`src/include/psrc_params.svh`:
```
`ifndef PSRC_PARAMS_SVH
`define PSRC_PARAMS_SVH
// timing
`define PSRC_CLK_HZ 50000000
`define PSRC_TICK_HZ 32768
`define PSRC_TICK_CYC (`PSRC_CLK_HZ / `PSRC_TICK_HZ)
`define PSRC_HOLD_S 8
`define PSRC_HOLD_TICKS (`PSRC_HOLD_S * `PSRC_TICK_HZ)
// register byte offsets
`define PSRC_OFS_CTRL 5'h00
`define PSRC_OFS_STAT 5'h04
`define PSRC_OFS_SEQA 5'h08
`define PSRC_OFS_SEQD 5'h0C
`define PSRC_OFS_RES 5'h10
`define PSRC_OFS_VOLTAGE_SELECT_FIELD 5'h14
`define PSRC_OFS_CAUSE 5'h18
// device_control_reg fields
`define PSRC_B_KEEP 0
`define PSRC_B_AUTO 1
`define PSRC_B_GATE 2
`define PSRC_B_HWLVL 3
`define PSRC_B_CR 4
// voltage register fields
`define PSRC_VF_LO 8
// switch_off_cause_reg fields
`define PSRC_C_TMO 0
`define PSRC_C_REL 1
// reset values
`define PSRC_CFG_RST 4'h1
`define PSRC_VOLTAGE_SELECT_FIELD_SET0 7'h28
`define PSRC_VOLTAGE_SELECT_FIELD_SET1 7'h32
`define PSRC_STEP_ON 16'h8201
`define PSRC_STEP_OFF 16'h8002
`endif

```
`src/include/psrc_pkg.sv`:
```
package psrc_pkg;
  localparam int NRES = 8;
  typedef enum logic [3:0] {
    PSRC_OFF = 4'h1,
    PSRC_UP = 4'h2,
    PSRC_ACT = 4'h4,
    PSRC_DOWN = 4'h8
  } psrc_state_t;
  typedef enum logic [1:0] {
    PSRC_M_OFF = 2'h0,
    PSRC_M_ON = 2'h1,
    PSRC_M_SLP = 2'h2,
    PSRC_M_RSV = 2'h3
  } psrc_mode_t;
  typedef struct packed {
    logic read;
    logic write;
    logic [4:0] address;
    logic [31:0] writedata;
  } psrc_bus_req_t;
  // one sequence step; on a branch step res[0] picks the boot pin,
  // mode[0] is the level to match and dly holds the target index
  typedef struct packed {
    logic last;
    logic br;
    logic [2:0] res;
    psrc_mode_t mode;
    logic [8:0] dly;
  } psrc_step_t;
endpackage

```
`src/verilog/psrc_sync.sv`:
```
`timescale 1ns/1ps
module psrc_sync #(
  parameter int W = 1
) (
  input wire logic mclk,
  input wire logic [W-1:0] din,
  output logic [W-1:0] dout
);
  logic [W-1:0] meta;

  // two-flop synchroniser, first stage feeds only the second
  always_ff @(posedge mclk) begin
    meta <= din;
    dout <= meta;
  end
endmodule

```
`src/verilog/psrc_ctrl.sv`:
```
`timescale 1ns/1ps
`include "psrc_params.svh"
module psrc_ctrl #(
  parameter int DEPTH = 16,
  parameter int TICK_CYC = `PSRC_TICK_CYC,
  parameter int HOLD_TICKS = `PSRC_HOLD_TICKS
) (
  input wire logic mclk,
  input wire logic srst,
  input wire psrc_pkg::psrc_bus_req_t busReq,
  output logic [31:0] readdata,
  output logic waitrequest,
  input wire logic powerButtonInput,
  input wire logic holdPowerPin,
  input wire logic bootSelectFirst,
  input wire logic bootSelectSecond,
  input wire logic xtalStable,
  input wire logic ext32kStable,
  input wire logic xtalBypass,
  input wire logic onGate,
  output logic resetOut,
  output logic [2*psrc_pkg::NRES-1:0] resourceMode,
  output logic [6:0] buckVoltage,
  output logic [6:0] buckForced,
  output logic seqBusy
);
  localparam int AW = $clog2(4 * DEPTH);
  localparam logic [AW-1:0] BASE1 = AW'(DEPTH);
  localparam logic [AW-1:0] BASE2 = AW'(2 * DEPTH);
  localparam logic [AW-1:0] BASE_OFF = AW'(3 * DEPTH);
  localparam int RW = 2 * psrc_pkg::NRES;

  // pin synchronisers
  logic [7:0] pinSync;
  wire btn = pinSync[0];
  wire hold = pinSync[1];
  wire boot_select_first = pinSync[2];
  wire boot_select_second = pinSync[3];
  wire xtalOk = pinSync[4];
  wire ext32kOk = pinSync[5];
  wire bypass = pinSync[6];
  wire gate = pinSync[7];

  psrc_sync #(
    .W(8)
  ) psrc_sync_i (
    .mclk(mclk),
    .din({onGate, xtalBypass, ext32kStable, xtalStable,
          bootSelectSecond, bootSelectFirst, holdPowerPin,
          powerButtonInput}),
    .dout(pinSync)
  );

  // state
  psrc_pkg::psrc_state_t state;
  psrc_pkg::psrc_step_t mem [4*DEPTH];
  psrc_pkg::psrc_step_t step;
  logic [AW-1:0] pc;
  logic [AW-1:0] seqAddr;
  logic [8:0] dly;
  logic seqEnd;
  logic [15:0] tickCnt;
  logic [23:0] holdCnt;
  logic ackSeen;
  logic btnPrev;
  logic keepOn;
  logic [3:0] cfg;
  logic offHw;
  logic offCr;
  logic restartPend;
  logic hardware_reset_level;
  logic switchoff_reset_level;
  logic [1:0] cause;
  logic busAck;
  logic [31:0] rdMux;

  // reset domains
  wire domHw = srst | hardware_reset_level;
  wire domSwo = domHw | switchoff_reset_level;

  // decode
  wire busReqAny = busReq.read | busReq.write;
  wire wrEn = busReq.write & busAck;
  wire [31:0] wd = busReq.writedata;
  wire [4:0] adr = busReq.address;
  wire wrCtrl = wrEn & (adr == `PSRC_OFS_CTRL);
  wire wrSeqa = wrEn & (adr == `PSRC_OFS_SEQA);
  wire wrSeqd = wrEn & (adr == `PSRC_OFS_SEQD);
  wire wrRes = wrEn & (adr == `PSRC_OFS_RES);
  wire wrVsel = wrEn & (adr == `PSRC_OFS_VOLTAGE_SELECT_FIELD);

  wire cfgAuto = cfg[`PSRC_B_AUTO-1];
  wire cfgGate = cfg[`PSRC_B_GATE-1];
  wire cfgHwLvl = cfg[`PSRC_B_HWLVL-1];
  wire cfgCr = cfg[`PSRC_B_CR-1];

  wire stOff = state == psrc_pkg::PSRC_OFF;
  wire stUp = state == psrc_pkg::PSRC_UP;
  wire stAct = state == psrc_pkg::PSRC_ACT;
  wire stDown = state == psrc_pkg::PSRC_DOWN;

  // sequencer control
  wire tick = tickCnt == 16'(TICK_CYC - 1);
  wire seqIdle = dly == 9'h000;
  wire stepExec = seqBusy & seqIdle & !seqEnd;
  wire upDone = stUp & seqIdle & seqEnd;
  wire downDone = stDown & seqIdle & seqEnd;
  wire brTaken = (step.res[0] ? boot_select_second : boot_select_first) == step.mode[0];
  wire [AW-1:0] upBase = boot_select_first ? BASE2 : (boot_select_second ? BASE1 : '0);
  wire btnRise = btn & !btnPrev;
  wire startReq = stOff & (btnRise | restartPend) & !gate;
  wire clkOk = cfgGate | (bypass ? ext32kOk : xtalOk);

  // acknowledge: either the hold pin or the keep-on bit holds power
  wire keepLvl = hold | keepOn;
  wire holdDone = holdCnt == 24'(HOLD_TICKS);
  wire offReq = stAct & (ackSeen ? !keepLvl : holdDone);

  assign step = mem[pc];
  assign seqBusy = stUp | stDown;
  assign waitrequest = busReqAny & !busAck;

  assign rdMux =
    (adr == `PSRC_OFS_CTRL) ? {27'h0000000, cfg, keepOn} :
    (adr == `PSRC_OFS_STAT) ?
      {23'h000000, clkOk, boot_select_second, boot_select_first, ackSeen, resetOut, state} :
    (adr == `PSRC_OFS_SEQA) ? {{(32-AW){1'b0}}, seqAddr} :
    (adr == `PSRC_OFS_SEQD) ? {16'h0000, mem[seqAddr]} :
    (adr == `PSRC_OFS_RES) ? {{(32-RW){1'b0}}, resourceMode} :
    (adr == `PSRC_OFS_VOLTAGE_SELECT_FIELD) ? {17'h00000, buckForced, 1'b0, buckVoltage} :
    (adr == `PSRC_OFS_CAUSE) ? {30'h00000000, cause} :
    32'h00000000;

  // bus slave: one wait cycle, read data captured while waiting
  always_ff @(posedge mclk) begin
    if (srst) begin
      busAck <= 1'b0;
    end else begin
      busAck <= busReqAny & !busAck;
    end
  end

  always_ff @(posedge mclk) begin
    if (srst) begin
      readdata <= 32'h00000000;
    end else if (busReq.read & !busAck) begin
      readdata <= rdMux;
    end
  end

  // 32 kHz time base
  always_ff @(posedge mclk) begin
    if (srst || tick) begin
      tickCnt <= 16'h0000;
    end else begin
      tickCnt <= tickCnt + 16'h0001;
    end
  end

  always_ff @(posedge mclk) begin
    if (srst) begin
      btnPrev <= 1'b0;
    end else begin
      btnPrev <= btn;
    end
  end

  // power state machine
  always_ff @(posedge mclk) begin
    if (srst) begin
      state <= psrc_pkg::PSRC_OFF;
    end else begin
      case (state)
        psrc_pkg::PSRC_OFF: begin
          if (startReq) begin
            state <= psrc_pkg::PSRC_UP;
          end
        end
        psrc_pkg::PSRC_UP: begin
          if (upDone) begin
            state <= psrc_pkg::PSRC_ACT;
          end
        end
        psrc_pkg::PSRC_ACT: begin
          if (offReq) begin
            state <= psrc_pkg::PSRC_DOWN;
          end
        end
        psrc_pkg::PSRC_DOWN: begin
          if (downDone) begin
            state <= psrc_pkg::PSRC_OFF;
          end
        end
        default: begin
          state <= psrc_pkg::PSRC_OFF;
        end
      endcase
    end
  end

  // step engine
  always_ff @(posedge mclk) begin
    if (srst) begin
      pc <= '0;
      dly <= 9'h000;
      seqEnd <= 1'b0;
    end else if (startReq) begin
      pc <= upBase;
      dly <= 9'h000;
      seqEnd <= 1'b0;
    end else if (offReq) begin
      pc <= BASE_OFF;
      dly <= 9'h000;
      seqEnd <= 1'b0;
    end else if (seqBusy && !seqIdle) begin
      if (tick) begin
        dly <= dly - 9'h001;
      end
    end else if (stepExec && step.br) begin
      pc <= brTaken ? step.dly[AW-1:0] : pc + AW'(1);
    end else if (stepExec) begin
      dly <= step.dly;
      seqEnd <= step.last;
      pc <= pc + AW'(1);
    end
  end

  // resource modes: sequence writes, then software once active
  always_ff @(posedge mclk) begin
    if (domSwo) begin
      resourceMode <= '0;
    end else if (stepExec && !step.br) begin
      resourceMode[{step.res, 1'b0} +: 2] <= step.mode;
    end else if (wrRes && stAct) begin
      resourceMode <= wd[RW-1:0];
    end
  end

  // buck voltages share one boot-selected reset value
  always_ff @(posedge mclk) begin
    if (domSwo) begin
      buckVoltage <= boot_select_first ? `PSRC_VOLTAGE_SELECT_FIELD_SET1 : `PSRC_VOLTAGE_SELECT_FIELD_SET0;
      buckForced <= boot_select_first ? `PSRC_VOLTAGE_SELECT_FIELD_SET1 : `PSRC_VOLTAGE_SELECT_FIELD_SET0;
    end else if (wrVsel) begin
      buckVoltage <= wd[6:0];
      buckForced <= wd[`PSRC_VF_LO +: 7];
    end
  end

  // keep-on bit: hardware set wins over a clearing write
  always_ff @(posedge mclk) begin
    if (domSwo) begin
      keepOn <= 1'b0;
    end else if (upDone && cfgAuto) begin
      keepOn <= 1'b1;
    end else if (wrCtrl) begin
      keepOn <= wd[`PSRC_B_KEEP];
    end
  end

  always_ff @(posedge mclk) begin
    if (domHw) begin
      cfg <= `PSRC_CFG_RST;
    end else if (wrCtrl) begin
      cfg <= wd[`PSRC_B_CR:`PSRC_B_AUTO];
    end
  end

  // sequence store
  always_ff @(posedge mclk) begin
    if (domHw) begin
      seqAddr <= '0;
    end else if (wrSeqa) begin
      seqAddr <= wd[AW-1:0];
    end
  end

  always_ff @(posedge mclk) begin
    if (domHw) begin
      for (int i = 0; i < 4 * DEPTH; i++) begin
        mem[i] <= (i >= 3 * DEPTH) ? `PSRC_STEP_OFF : `PSRC_STEP_ON;
      end
    end else if (wrSeqd && !seqBusy) begin
      mem[seqAddr] <= wd[15:0];
    end
  end

  // acknowledge window in active
  always_ff @(posedge mclk) begin
    if (srst || !stAct) begin
      holdCnt <= 24'h000000;
      ackSeen <= 1'b0;
    end else begin
      if (tick && !holdDone) begin
        holdCnt <= holdCnt + 24'h000001;
      end
      if (keepLvl) begin
        ackSeen <= 1'b1;
      end
    end
  end

  // off request latches and reset pulses
  always_ff @(posedge mclk) begin
    if (srst) begin
      offHw <= 1'b0;
      offCr <= 1'b0;
    end else if (offReq) begin
      offHw <= cfgHwLvl;
      offCr <= cfgCr;
    end
  end

  always_ff @(posedge mclk) begin
    if (srst) begin
      hardware_reset_level <= 1'b0;
      switchoff_reset_level <= 1'b0;
    end else begin
      hardware_reset_level <= downDone & offHw;
      switchoff_reset_level <= downDone & !offHw;
    end
  end

  always_ff @(posedge mclk) begin
    if (srst) begin
      restartPend <= 1'b0;
    end else if (downDone) begin
      restartPend <= offCr;
    end else if (stOff) begin
      restartPend <= 1'b0;
    end
  end

  // power-on domain: cause, cleared only by srst
  always_ff @(posedge mclk) begin
    if (srst) begin
      cause <= 2'h0;
    end else if (offReq) begin
      cause[`PSRC_C_TMO] <= cause[`PSRC_C_TMO] | !ackSeen;
      cause[`PSRC_C_REL] <= cause[`PSRC_C_REL] | ackSeen;
    end
  end

  // processor reset release
  always_ff @(posedge mclk) begin
    if (srst) begin
      resetOut <= 1'b0;
    end else begin
      resetOut <= stAct & clkOk & !offReq;
    end
  end
endmodule

```
`config.mk`:
```
export PLATFORM = sky130hd
export DESIGN_NAME = psrc_ctrl
export DESIGN_NICKNAME = d
export VERILOG_FILES = /design/src/include/psrc_pkg.sv /design/src/verilog/psrc_sync.sv /design/src/verilog/psrc_ctrl.sv
export VERILOG_INCLUDE_DIRS = /design/src /design/src/include
export SDC_FILE = /design/constraint.sdc
export NUM_CORES = 2
export LEC_CHECK = 0
export BUFFER_PORTS_ARGS = -buffer_cell sky130_fd_sc_hd__buf_2
export CORE_UTILIZATION = 55
export CTS_BUF_LIST = sky130_fd_sc_hd__clkbuf_8
export CTS_CLUSTER_DIAMETER = 80
export DETAILED_ROUTE_END_ITERATION = 6
export PLACE_DENSITY = 0.75
export SYNTH_ARGS = -nofsm -noshare
export SYNTH_HDL_FRONTEND = slang
export SYNTH_SLANG_ARGS = --single-unit
```
`constraint.sdc`:
```
create_clock -name mclk -period 4.4 [get_ports mclk]
set_input_delay 0.66 -clock mclk [delete_from_list [all_inputs] [get_ports mclk]]
set_output_delay 0.66 -clock mclk [all_outputs]
set_load 0.005 [all_outputs]
```
* Word-level counts from Yosys, hierarchy flattened
Memories as Yosys holds them, arrays and structs flattened. A register that Yosys moved wholly into a read port is not among the register bits. Index checks and enable logic that the tools add are counted.
Storage, ports and cells: bits in registers 160, memory bits (writable) 1024, bits of input ports 49, output and inout bits 65, word-level logic and storage cells 173, memories kept 1
Operators by class: add/subtract/negate cells 5, equality and inequality tests 20, shift-type cells 2, muxes and demuxes 51, bitwise logic cells 33, reductions and logical operators 36
Memory list:
- mem | words 64, width 16, read ports 2, clocked after memory_dff 2, wr ports 64, line psrc_ctrl.sv:56 | psrc_pkg::psrc_step_t mem [4*DEPTH];
Operator list (count):
- $mux 16 | 8
- $mux 6 | 12
- $mux 9 | 4
- $mux 7 | 4
- $add 24x1->24 const B | 1
- $eq 24x19->1 const B | 1
- $and 1x1->1 | 22
- $add 16x1->16 const B | 1
- $bwmux 16 | 1
- $eq 16x11->1 const B | 1
- $mux 4 | 4
- $pmux 4 s4 | 1
- $reduce_or 16->1 | 1
- $shift 2x6->16 const A | 1
- $shiftx 2x6->16 | 1
- $eq 5x5->1 const B | 3
- $mux 15 | 1
- $logic_not 1->1 | 13
- $mux 1 | 13
- $eq 5x4->1 const B | 2
- $mux 5 | 2
- $reduce_bool 2->1 | 5
- $logic_not 9->1 | 1
- $or 1x1->1 | 9
- 22 further kinds | 35

* Longest topological paths before layout
depth after elaboration 11, depth in mapped cells 16, depth with buffers taken out 11

* Hierarchy
Synthesis repeated with hierarchy kept, for this count alone.
Unflattened totals: cells, all modules 4128, area, all modules 61790.5 um2
Modules (own cells, without submodules):
- psrc_ctrl | instances 1, cells each 4112, area each 61470.2 um2, sequential area each 33692.3 um2
- psrc_sync | instances 1, cells each 16, area each 320.3 um2, sequential area each 320.3 um2

* Least setup slack after synthesis
No wires, ideal clock.
path type register -> register, from register (tool-made name), to register readdata[10], setup time 0.128 ns, data arrival time 3.176 ns, data required time 4.272 ns, setup slack 1.096 ns, stages on the path, launching flop included 11, buffers on the path 3, clock period less this slack 3.304 ns, path through dfxtp_1 clkbuf_1 clkbuf_1 buf_1 mux4_2 mux4_2 mux4_2 a222oi_1 nor2_1 a21oi_1 nor2_1
RTL lines:
- end signal: assignment | line psrc_ctrl.sv:147 | readdata <= rdMux;
- end: declaration | line psrc_ctrl.sv:11 | output logic [31:0] readdata,

==> impl_metrics.ini <==
[logic_synthesis]
mappedNetlistArea_sq_um = 61900
synthAdderAreaFrac_pct = 0.182
synth_area_leaders = edfxtp_1 (50%), mux4_2 (24%), and2_1 (8.5%)
async_reset_ff_share_pct = 0
synth_cells = 4161
synth_top_family_by_area = multiplexers
synth.area.mux_share_pct = 24.5
synth_common_cells = edfxtp_1 (1038), and2_1 (842), mux4_2 (646)
synth-compound-area-share_pct = 2.11
yosysUniqueCellTypes = 68
yosys_warnings = 0
synth.most_common_cell = edfxtp_1
synthSimpleGateAreaFrac_pct = 14.5
ys_seq_elements = 1180
yosys.area_share.xor_xnor_pct = 0.510
ys.flop_type = edfxtp_1
yosysTopAreaCellShare_pct = 50.4
yosysSeqAreaShare_pct = 55.0
synth_top_area_cell = edfxtp_1
synth-edff-count = 1038
syn_avg_cell_area_sq_um = 14.9

[routing]
drtIter0Drc = 5906
highest_layer = met5
wl_met3_um = 26000
vias_per_cell = 6.75
route.detailed.drc = 0
wl_met2_um = 87000
route.layer.met1.wl_um = 65900
vias = 39500
dr.pass1.iters = 6
detail-route-antenna-nets = 0
totalWireLength_um = 190000
routedWlPerCell_um = 32.5

[die]
die_area_sq_um = 114000
coreArea_sq_um = 111000
start_util_pct = 55.7
ios = 114
die_w_um = 337
std_cell_rows = 122
die_h_um = 337

[timing]
rsz0062_at_grt = no
layout_min_cycle_time_ps = 4180
hold_viol_final = 0
timing.final.crit_share_pct = 95.0
worst_pin_slew_ps = 1220
finClkSkew_ps = 36.1
setup-tns-final_ps = 0
drv_slew = 0
maxSlewHeadroom_pct = 18.8
max_freq_mhz = 239
setup_viol = 0

[worst_setup_path]
ff2ff_path_depth = 11
crit_type = flip-flop to flip-flop
arrival_ps = 5010
start_kind = flip-flop
r2r_end = resourceMode[12]
rrSetupSlack_ps = 220
required_ps = 5230
cp_slowest_cell = dfxtp_4
crit_fanout = 19
worstPathCellList = buf_12 > mux4_2 > mux4_2 > mux2i_1 > mux2_2 > ha_1 > ha_1 > nor2b_1 > and3_1 > mux2_2 > nor3_1
slowest_delay_ps = 770
end_kind = flip-flop

[placed_design]
hpwl_um = 128000
gp_routability_congestion = 1.00
numPortBuffers = 81

[power_and_ir_drop]
leakage_uw = 0.0225
fin_total_pwr_uw = 23200
peakVddDrop_uv = 206
power_density_nw_per_um2 = 342

[min_path]
holdPathStages = 3
min_path_type = primary input to flip-flop
min_to = busAck
hold_path.startpoint = busReq[38]

[cts]
cts_inserted_buffers = 188
clk_path_buf_depth = 3
cts_tree = built
htree_levels = 4
clock-root-buffer = clkbuf_8
clock_latency_ps = 900
cts.sinks = 1180
postCtsSetupRepairBufs = 0
cts.clk_slew.worst_paths_ps = 60

[global_route]
gr-total-overflow = 0
grt_max_degree = 72
grt_pass1_vias = 38600
antenna_found_initial = 17
grt_use_total_pct = 34.0
grt_pass1_wl_um = 273000

[finish]
syn2layout_area_growth_pct = 9.75
final_nets = 4274
fill_cells = 8127
drive_gt1_share_pct = 29.4

[job]
max_cap_violations = 0

[run_status]
status = completed
## routing by layer
metal,global-route usage (%),vias up
met5,0,-
met4,17.6,16
met3,10.3,500
met2,51.3,2849
met1,44.7,20100
li1,-,16100
## registers in the layout, summed over array words and instances, names as in the netlist, 6 cells and up, named ones only
name              flops
dly                   9
psrc_sync_i.dout      8
buckForced            7
resourceMode         16
mem                1024
psrc_sync_i.meta      8
tickCnt              16
seqAddr               6
buckVoltage           7
pc                    6
holdCnt              24
readdata             16
## worst max path at each step
stage,start,depth (start not counted),slack [ps],endpoint
after global placement,flip-flop,13,280,dly[4]
after global routing,flip-flop,12,50,flip-flop
after detailed placement,flip-flop,13,250,dly[5]
final,flip-flop,11,220,resourceMode[12]
after floorplan,flip-flop,10,1100,readdata[10]
after CTS,flip-flop,13,250,dly[5]
## placed cells by master, fill, tap and decap left out, types with 7 or more instances in the layout
cell and instances:
xnor2_1 12, clkinv_2 31, nor2b_1 16, mux4_2 646
a211oi_1 8, buf_2 80, a22oi_1 19, nor4_1 9
and3_1 23, a21oi_1 83, or2_2 69, a31oi_1 13
bufinv_16 8, dfxtp_1 133, clkinv_1 42, clkbuf_8 200
mux2_2 10, mux2i_1 46, or3_1 172, o21ai_0 22
xor2_1 24, nand2b_1 10, dlygate4sd3_1 8, o211ai_1 7
and2_1 842, nand4_1 8, nor2_1 204, inv_1 73
nand2_1 96, nand3_1 31, nor3_1 53, ha_1 9
buf_4 174, conb_1 16, buf_12 29, edfxtp_1 1038
a21o_1 8, nand3b_1 8
## area by class of cell
class / instances / area, sq um / area share [%]
repair buffers: 291 / 2370 / 3.49
clock buffers: 200 / 2750 / 4.05
well taps: 1488 / 1860 / 2.74
diodes: 3 / 7.51 / 0.0111
clock inverters: 141 / 837 / 1.23
inverters: 25 / 96.3 / 0.142
multi-input cells: 2530 / 25900 / 38.2
flip-flops and latches: 1180 / 34000 / 50.1
## worst max-delay path: cells and delay by family, from the launching register on
family,cells,cell delay (ps)
fa+ha+maj,2,440
mux,5,2030
simple gates,3,530
flops,1,770
buf+inv,1,300
## power by group
group          total [uW]  internal, uW  switching [uW]
clock network        9230          4680            4550
registers           12600         12500             181
logic                1350           456             896
total               23200         17600            5630
## stage by stage
| stage | cell area [sq um] | hold WS (ps) | std cells | util [%] | worst slack [ps] |
|---|---|---|---|---|---|
| detailed placement | 64200 | 313 | 5506 | 57.8 | 245 |
| global route | 67900 | 54.9 | 5856 | 61.1 | 51.6 |
| global placement | 64200 | 316 | 5506 | 57.8 | 278 |
| CTS | 67900 | 30.6 | 5855 | 61.1 | 253 |
| floorplan | 61900 | 310 | 4176 | - | 1100 |
| finish | 67900 | 69.9 | 5858 | 61.1 | 219 |
## cell families (layout without fill, tap and decap cells)
group | Yosys count | after routing
flip-flops | 1180 | 1180
multiplexers | 703 | 703
XOR/XNOR | 36 | 36
AND/OR/NAND/NOR | 1562 | 1562
buffers and inverters | 466 | 657
adder cells (fa/ha/maj) | 9 | 9
other | 1 | 19
AO/OA/AOI/OAI | 204 | 204
## what timing repair did
| item | in CTS | in global routing |
|---|---|---|
| hold buffers | 8 | 0 |
| gates resized for setup | 0 | 1 |
| hold endpoints to repair | 8 | 0 |
| endpoints found under the setup margin | 0 | 2 |
(Power assumes the default switching activity.)
